**config.mk**
```make
export PLATFORM = sky130hd
export DESIGN_NAME = scs_sequencer
export DESIGN_NICKNAME = d
export VERILOG_FILES = /design/src/common/scs_pkg.sv /design/src/core/scs_sequencer.sv
export SDC_FILE = /design/constraint.sdc
export NUM_CORES = 1
export LEC_CHECK = 0
export ABC_CLOCK_PERIOD_IN_PS = 6200
export BUFFER_PORTS_ARGS = -buffer_cell sky130_fd_sc_hd__buf_2
export CORE_ASPECT_RATIO = 1.1
export CORE_MARGIN = 2
export CORE_UTILIZATION = 36
export DETAILED_ROUTE_END_ITERATION = 10
export PLACE_DENSITY_LB_ADDON = 0.2
export SLEW_MARGIN = 30
export SYNTH_ARGS = -nofsm -noshare
export SYNTH_HDL_FRONTEND = slang
export SYNTH_SLANG_ARGS = --single-unit
export TNS_END_PERCENT = 30
```
**constraint.sdc**
```tcl
create_clock -name clock_in -period 6.2 [get_ports clock_in]
set_input_delay 1.24 -clock clock_in [delete_from_list [all_inputs] [get_ports clock_in]]
set_output_delay 1.24 -clock clock_in [all_outputs]
set_load 0.005 [all_outputs]
```
**src/common/scs_pkg.sv**
```systemverilog
// Constants shared by the serial converter clock sequencer.
// Assumes a 10 MHz system clock that oversamples the serial I/O clock.
package scs_pkg;
  localparam int unsigned RES_BITS   = 12;
  localparam int unsigned IN_BITS    = 8;
  localparam int unsigned ADDR_BITS  = 4;
  localparam int unsigned CNT_BITS   = 4;
  localparam int unsigned FIFO_DEPTH = 2;
  localparam int unsigned PTR_BITS   = 1;
  localparam logic [CNT_BITS-1:0] ADDR_EDGE   = 4'h4;
  localparam logic [CNT_BITS-1:0] SAMPLE_EDGE = 4'h4;
  localparam logic [CNT_BITS-1:0] IN_EDGES    = 4'h8;
  localparam logic [CNT_BITS-1:0] LAST_EDGE   = 4'hc;
  localparam logic [1:0]          CNT_ZERO2   = 2'h0;
  localparam logic [1:0]          CNT_FULL2   = 2'h2;

  typedef enum logic [1:0] {
    SCS_IDLE = 2'b00,
    SCS_XFER = 2'b01,
    SCS_CONV = 2'b10
  } scs_state_t;
endpackage

```
**src/core/scs_sequencer.sv**
```systemverilog
// Serial interface sequencer for a 12-bit sampling converter.
// Assumes chip select, I/O clock and command input arrive from pins and
// an analog core takes sample/convert strobes and returns results.
// Functional notes
// - End flag falls after last falling edge
// - End flag low until result ready
// - Capture eight input bits on rising edges
// - Channel valid after fourth rising edge
// - Sample from fourth to last falling edge
// - Shift out remaining eleven previous bits
// - Result output changes on falling edges and at select
// - Last falling edge starts internal conversion
// - Chip select fall resets counters unless converting, enables pins
// - Result output driven only while selected
// - First result bit driven at select
`timescale 1ns/100ps
module scs_sequencer
  import scs_pkg::*;
(
  // Clock and reset
  input  wire logic                 clock_in,
  input  wire logic                 reset_in,
  // Serial pins
  input  wire logic                 cs_n_in,
  input  wire logic                 io_clock_in,
  input  wire logic                 cmd_data_in,
  output logic                      result_data_out,
  output logic                      result_data_oe_out,
  output logic                      eoc_out,
  // Analog core control
  output logic [ADDR_BITS-1:0]      channel_out,
  output logic                      channel_valid_out,
  output logic [IN_BITS-1:0]        cmd_word_out,
  output logic                      sample_out,
  output logic                      convert_start_out,
  // Result stream from analog core
  input  wire logic [RES_BITS-1:0]  result_in,
  input  wire logic                 result_valid_in,
  output logic                      result_ready_out
);

  // Pin synchronisers
  logic [2:0] cs_sync_q;
  logic [2:0] clk_sync_q;
  logic [1:0] din_sync_q;

  always_ff @(posedge clock_in or posedge reset_in) begin
    if (reset_in) begin
      cs_sync_q  <= 3'h7;
      clk_sync_q <= 3'h0;
      din_sync_q <= 2'h0;
    end else begin
      cs_sync_q  <= {cs_sync_q[1:0], cs_n_in};
      clk_sync_q <= {clk_sync_q[1:0], io_clock_in};
      din_sync_q <= {din_sync_q[0], cmd_data_in};
    end
  end

  wire cs_n     = cs_sync_q[1];
  wire cs_fall  = cs_sync_q[2] & ~cs_sync_q[1];
  wire clk_rise = ~clk_sync_q[2] & clk_sync_q[1];
  wire clk_fall = clk_sync_q[2] & ~clk_sync_q[1];
  wire din      = din_sync_q[1];

  // Sequencer state, needed by the buffer pop
  scs_state_t          state_q;

  // Result buffer, two entries
  logic [RES_BITS-1:0] fifo_mem_q [FIFO_DEPTH];
  logic [PTR_BITS-1:0] wr_ptr_q;
  logic [PTR_BITS-1:0] rd_ptr_q;
  logic [1:0]          fifo_cnt_q;
  logic                not_full_q;

  wire fifo_empty = (fifo_cnt_q == CNT_ZERO2);
  wire fifo_push  = result_valid_in & not_full_q;
  wire frame_ok   = cs_fall & (state_q != SCS_CONV);
  wire fifo_pop   = frame_ok & ~fifo_empty;
  wire [1:0] fifo_cnt_d = fifo_cnt_q + {1'b0, fifo_push} - {1'b0, fifo_pop};

  always_ff @(posedge clock_in) begin
    if (fifo_push) begin
      fifo_mem_q[wr_ptr_q] <= result_in;
    end
  end

  always_ff @(posedge clock_in or posedge reset_in) begin
    if (reset_in) begin
      wr_ptr_q   <= '0;
      rd_ptr_q   <= '0;
      fifo_cnt_q <= CNT_ZERO2;
      not_full_q <= 1'b1;
    end else begin
      wr_ptr_q   <= wr_ptr_q + PTR_BITS'(fifo_push);
      rd_ptr_q   <= rd_ptr_q + PTR_BITS'(fifo_pop);
      fifo_cnt_q <= fifo_cnt_d;
      not_full_q <= (fifo_cnt_d != CNT_FULL2);
    end
  end

  assign result_ready_out = not_full_q;

  // Sequencer registers
  logic [CNT_BITS-1:0] rise_cnt_q;
  logic [CNT_BITS-1:0] fall_cnt_q;
  logic [IN_BITS-1:0]  in_shift_q;
  logic [RES_BITS-1:0] out_shift_q;
  logic [RES_BITS-1:0] last_result_q;
  logic                dout_q;
  logic                oe_q;
  logic                eoc_q;
  logic                sample_q;
  logic                start_q;
  logic [ADDR_BITS-1:0] chan_q;
  logic                chan_valid_q;
  logic [IN_BITS-1:0]  cmd_q;

  wire in_xfer     = (state_q == SCS_XFER);
  wire take_rise   = in_xfer & clk_rise & (rise_cnt_q < IN_EDGES);
  wire take_fall   = in_xfer & clk_fall & (fall_cnt_q < LAST_EDGE);
  wire [CNT_BITS-1:0] rise_next = rise_cnt_q + 4'h1;
  wire [CNT_BITS-1:0] fall_next = fall_cnt_q + 4'h1;
  wire last_fall   = take_fall & (fall_next == LAST_EDGE);
  // Conversion handed over on last fall
  wire conv_go     = last_fall & ~frame_ok & ~(in_xfer & cs_n);
  wire conv_done   = (state_q == SCS_CONV) & fifo_push;
  wire [RES_BITS-1:0] load_word = fifo_empty ? last_result_q : fifo_mem_q[rd_ptr_q];
  wire [IN_BITS-1:0]  in_next   = {in_shift_q[IN_BITS-2:0], din};

  always_ff @(posedge clock_in or posedge reset_in) begin
    if (reset_in) begin
      state_q       <= SCS_IDLE;
      rise_cnt_q    <= '0;
      fall_cnt_q    <= '0;
      in_shift_q    <= '0;
      out_shift_q   <= '0;
      last_result_q <= '0;
      dout_q        <= 1'b0;
      oe_q          <= 1'b0;
      sample_q      <= 1'b0;
      start_q       <= 1'b0;
      chan_q        <= '0;
      chan_valid_q  <= 1'b0;
      cmd_q         <= '0;
    end else begin
      start_q <= 1'b0;
      oe_q    <= ~cs_n;
      if (frame_ok) begin
        state_q       <= SCS_XFER;
        rise_cnt_q    <= '0;
        fall_cnt_q    <= '0;
        chan_valid_q  <= 1'b0;
        sample_q      <= 1'b0;
        out_shift_q   <= load_word;
        last_result_q <= load_word;
        dout_q        <= load_word[RES_BITS-1];
      end else if (in_xfer && cs_n) begin
        state_q  <= SCS_IDLE;
        sample_q <= 1'b0;
      end else begin
        if (take_rise) begin
          rise_cnt_q <= rise_next;
          in_shift_q <= in_next;
          if (rise_next == ADDR_EDGE) begin
            chan_q       <= in_next[ADDR_BITS-1:0];
            chan_valid_q <= 1'b1;
          end
          if (rise_next == IN_EDGES) begin
            cmd_q <= in_next;
          end
        end
        if (take_fall) begin
          fall_cnt_q <= fall_next;
          out_shift_q <= {out_shift_q[RES_BITS-2:0], 1'b0};
          dout_q      <= out_shift_q[RES_BITS-2];
          if (fall_next == SAMPLE_EDGE) begin
            sample_q <= 1'b1;
          end
        end
        if (last_fall) begin
          state_q  <= SCS_CONV;
          sample_q <= 1'b0;
          start_q  <= 1'b1;
        end
        if (conv_done) begin
          state_q <= SCS_IDLE;
        end
      end
    end
  end

  always_ff @(posedge clock_in or posedge reset_in) begin
    if (reset_in) begin
      eoc_q <= 1'b1;
    end else if (conv_done) begin
      eoc_q <= 1'b1;
    end else if (conv_go) begin
      eoc_q <= 1'b0;
    end
  end

  assign result_data_out    = dout_q;
  assign result_data_oe_out = oe_q;
  assign eoc_out            = eoc_q;
  assign channel_out        = chan_q;
  assign channel_valid_out  = chan_valid_q;
  assign cmd_word_out       = cmd_q;
  assign sample_out         = sample_q;
  assign convert_start_out  = start_q;

endmodule // scs_sequencer

```
==> summary.md <==
| Metric | Value |
|---|---|
| Synth top area share | about two fifths |
| WHS Path Cells | 0 |
| # DRC | 0 |
| CTS tree | done |
| Post-Route WL | approximately 6.6 mm |
| Seq/Total Area, Yosys | ~63% |
| R2R Path Start | state_q[1]$_DFFE_PP0P_ |
| RSZ-0062 raised after global routing | no |
| Crit Path Class | reg2reg |
| Die Height | approximately 110 µm |
| Max-cap check violation count | 0 |
| CTS clk-pin slew, worst paths | ~0.070 ns |
| Flop pwr share | between 50% and 60% |
| Critical Path Max Stage Delay | ~0.68 ns |
| Net switching power figure | just over 0.5 mW |
| Final ANT Viol Nets | 0 |
| Register area | around 2500 µm² |
| Mean area per synthesized cell | around 13 µm² |
| Main synth FF type | dfrtp_1 |
| IO Pins | 37 |
| HPWL Detailed | 4.44 mm |
| Initial antenna violation count | 0 |
| R2R Path End | result_ready_out$_DFF_PP1_ |
| CP Cell Sequence | nor2b_1 -> or2_1 -> nor2_1 -> ha_1 -> inv_1 -> ha_1 -> xnor2_1 -> xnor2_1 -> nand2b_1 |
| Clock Skews | 0.00684 ns |
| Run status | finished clean |
| Latest clock arrival within the worst-skew pair | approximately 0.34 ns |
| First drt pass iteration count | 4 |
| Antenna Cells | 0 |
| Clock Power Share | just under 30% |
| Yosys cell types | 36 |
| Synth warn | 0 |
| Drt via density | around 4.7 |
| Worst Setup Slack, final | approximately 3.7 ns |
| GRT Overall Usage | between 10 and 15% |
| H-tree depth | 3 |
| Final-layout fill cell count | 1035 |
| Max Buffers Root-to-Sink | 2 |
| Met1 Use GR | about 16% |
| Gates resized, CTS repair | 0 |
| Die ar. | about 12000 µm² |
| Synth Register Bits | 95 |
| Share of layout cells above drive strength 1 | 25.8% |
| Int Pwr | about 1.2 mW |
| Area occupied by multi-input gates | 1350 µm² |
| Gr ovfl total | 0 |
| Maximum vdd drop | around 0.17 mV |
| R2r setup slk | 3.75 ns |
| FMAX | roughly 0.4 GHz |
| Synth area leaders | dfrtp_1, edfxtp_1, mux2_2 |
| Net Sw Frac | 29.6% |
| Async SR Flop Fraction | 74.7% |
| FF-to-FF path depth | 9 |
| Leakage Power | roughly 2.1 nW |
| Top delay family on crit path | simple AND/OR/NAND/NOR gates |
| Syn Inst Count | about 300 |
| Buf/Inv on CP | 1 |
| Synth top cells by count | dfrtp_1, nand2_1, mux2_2 |
| Crit path launch type | flop |
| Final Max Tran Viols | 0 |
| Post-Syn Area | slightly below 4000 µm² |
| Drt wl/cell | around 13 µm |
| Hold worst-path end | din_sync_q[1]$_DFF_PP0_ |
| Count leader, synth | dfrtp_1 |
| Synthesized net count | around 330 |
| Logic pwr share | approximately a fifth |
| Post-synth EDFFs | 24 |
| Slew Limit Headroom | between 40% and 50% |
| Endpoints failing setup | 0 |
| Vias in the first global route | between 2000 and 2500 |
| Worst path depth | 9 |
| Worst EP required | about 6.5 ns |
| Core Area | 10900 µm² |
| HP Class | reg2reg |
| CTS root buffer | clkbuf_16 |
| Slew at the pin with the worst max-slew slack | 0.799 ns |
| First-pass GRT wire length | roughly 11 mm |
| GPL Wtd Cong | about 0.7 |
| P&R area growth vs syn | 15.4% |
| CTS sink count | between 90 and 100 |
| Postcts setup bufs | 0 |
| CP max FO | 11 |
| Fin crit period | 2.45 ns |
| GRT met3 Usage | 2.79% |
| CP endpoint kind | flop |
| Met2 track demand over resource | a little under 20% |
| Initial Util | a little over a third |
| DR iter-0 viols | 61 |
| Via count | roughly 2300 |
| Die Wd | between 100 and 150 µm |
| Row count | 40 |
| Hold Fails Final Rpt | 0 |
| TNS Setup | 0 ns |
| Pre-CTS WS | between 3 and 4 ns |
| Largest net degree at the start of global routing | 72 |
| Pwr/cell area | roughly 380 nW/µm² |
| Number of port buffers | 36 |
| Post-synth top area cell | dfrtp_1 |
| Crit share post-route | 39.5% |
| Slowest CP cell | nor2b_1 |
| Crit path DAT | around 2.7 ns |
| Final nets | 370 |
| GRT Max-Usage Layer | met2 |
| Min-delay src | din_sync_q[0]$_DFF_PP0_ |
| Hold-fix buffers, CTS | 0 |
| TritonCTS Buffers | 9 |
-- stage by stage --
| step | area (µm²) | std cells | total power, mW | hold WS [ns] | util [%] |
|---|---|---|---|---|---|
| floorplan | 3970 | 308 | 1.15 | 0.331 | - |
| global placement | 4290 | 480 | 1.24 | 0.332 | 39.5 |
| detailed placement | 4300 | 480 | 1.25 | 0.335 | 39.6 |
| CTS | 4580 | 496 | 1.77 | 0.351 | 42.2 |
| global route | 4580 | 496 | 1.86 | 0.367 | 42.2 |
| finish | 4580 | 496 | 1.74 | 0.348 | 42.2 |
-- area by class of cell --
type,count,share of cell area (%)
multi-input combinational,182,29.5
sequential,95,54.6
timing repair buffer,38,4.34
clock buffer,11,5.29
tap,147,4.01
inverter,18,1.47
clock inverter,5,0.764
-- metal layers --
metal  wire [µm]  part of all wire [%]  vias to the layer above
li1            -                     -                     1157
met1        3160                    48                     1121
met2        3150                    48                       38
met3         181                   2.7                       12
met4         128                   1.9                        0
met5           0                     0                        -
-- sequential cells by signal (all words and copies together) (netlist names), 2 cells and up --
| register | flops |
|---|---|
| state_q | 2 |
| in_shift_q | 7 |
| fifo_mem_q | 24 |
| fall_cnt_q | 4 |
| din_sync_q | 2 |
| channel_out | 4 |
| clk_sync_q | 3 |
| fifo_cnt_q | 2 |
| rise_cnt_q | 4 |
| last_result_q | 12 |
| cs_sync_q | 3 |
| cmd_word_out | 8 |
| out_shift_q | 11 |
-- placed cells by master (no fill, tap or decap), types with 3 or more instances in the layout --
cell type | netlist | layout
clkbuf_16 | 0 | 9
a211oi_1 | 7 | 7
nand3_1 | 6 | 6
mux2_2 | 25 | 25
nor2b_1 | 9 | 9
dfrtp_1 | 66 | 66
a21oi_1 | 10 | 10
nand2_1 | 27 | 27
o31ai_1 | 13 | 13
xor2_1 | 6 | 6
mux2i_1 | 18 | 18
nor2_1 | 13 | 12
nand2b_1 | 4 | 4
edfxtp_1 | 24 | 24
buf_2 | 7 | 36
ha_1 | 8 | 8
inv_1 | 18 | 17
nor3_1 | 6 | 6
xnor2_1 | 3 | 3
dfstp_2 | 5 | 5
o21ai_0 | 8 | 8
-- how the worst max path moves through the flow --
| stage | from | endpoint | slack (ns) |
|---|---|---|---|
| floorplan | reset_in | channel_out[0]$_DFFE_PP0P_ | 3.17 |
| global placement | result_valid_in | fifo_mem_q[0][3]$_DFFE_PP_ | 3.81 |
| detailed placement | state_q[1]$_DFFE_PP0P_ | result_ready_out$_DFF_PP1_ | 3.71 |
| CTS | state_q[1]$_DFFE_PP0P_ | result_ready_out$_DFF_PP1_ | 3.68 |
| global route | state_q[1]$_DFFE_PP0P_ | result_ready_out$_DFF_PP1_ | 3.60 |
| finish | state_q[1]$_DFFE_PP0P_ | result_ready_out$_DFF_PP1_ | 3.75 |
-- kinds of logic (layout without fill, tap and decap cells) --
logic type / count (synthesis) / after routing / share of synthesized area [%]
AOI/OAI and AO/OA: 48 / 48 / 7.94
xor gates and xnor gates: 9 / 9 / 1.98
adders and majority gates: 8 / 8 / 2.52
buffers and inverters: 31 / 72 / 3.15
DFF: 95 / 95 / 63.0
muxes: 43 / 43 / 11.6
and+or+nand+nor: 74 / 74 / 9.74
-- power by group through the flow --
stage	combinational [mW]	sequential, mW	clock (mW)
CTS	0.350	0.890	0.525
finish	0.343	0.887	0.509
detailed placement	0.350	0.900	0
floorplan	0.301	0.850	0
global placement	0.337	0.899	0
global route	0.397	0.907	0.552
-- worst register-to-register path: stages, from the launching register on --
cell,delay [ns]
dfrtp_1,0.46
nor2b_1,0.68
or2_1,0.21
nor2_1,0.08
ha_1,0.32
inv_1,0.04
ha_1,0.18
xnor2_1,0.18
xnor2_1,0.16
nand2b_1,0.08
Note: power is estimated with default switching activity, not from simulation.
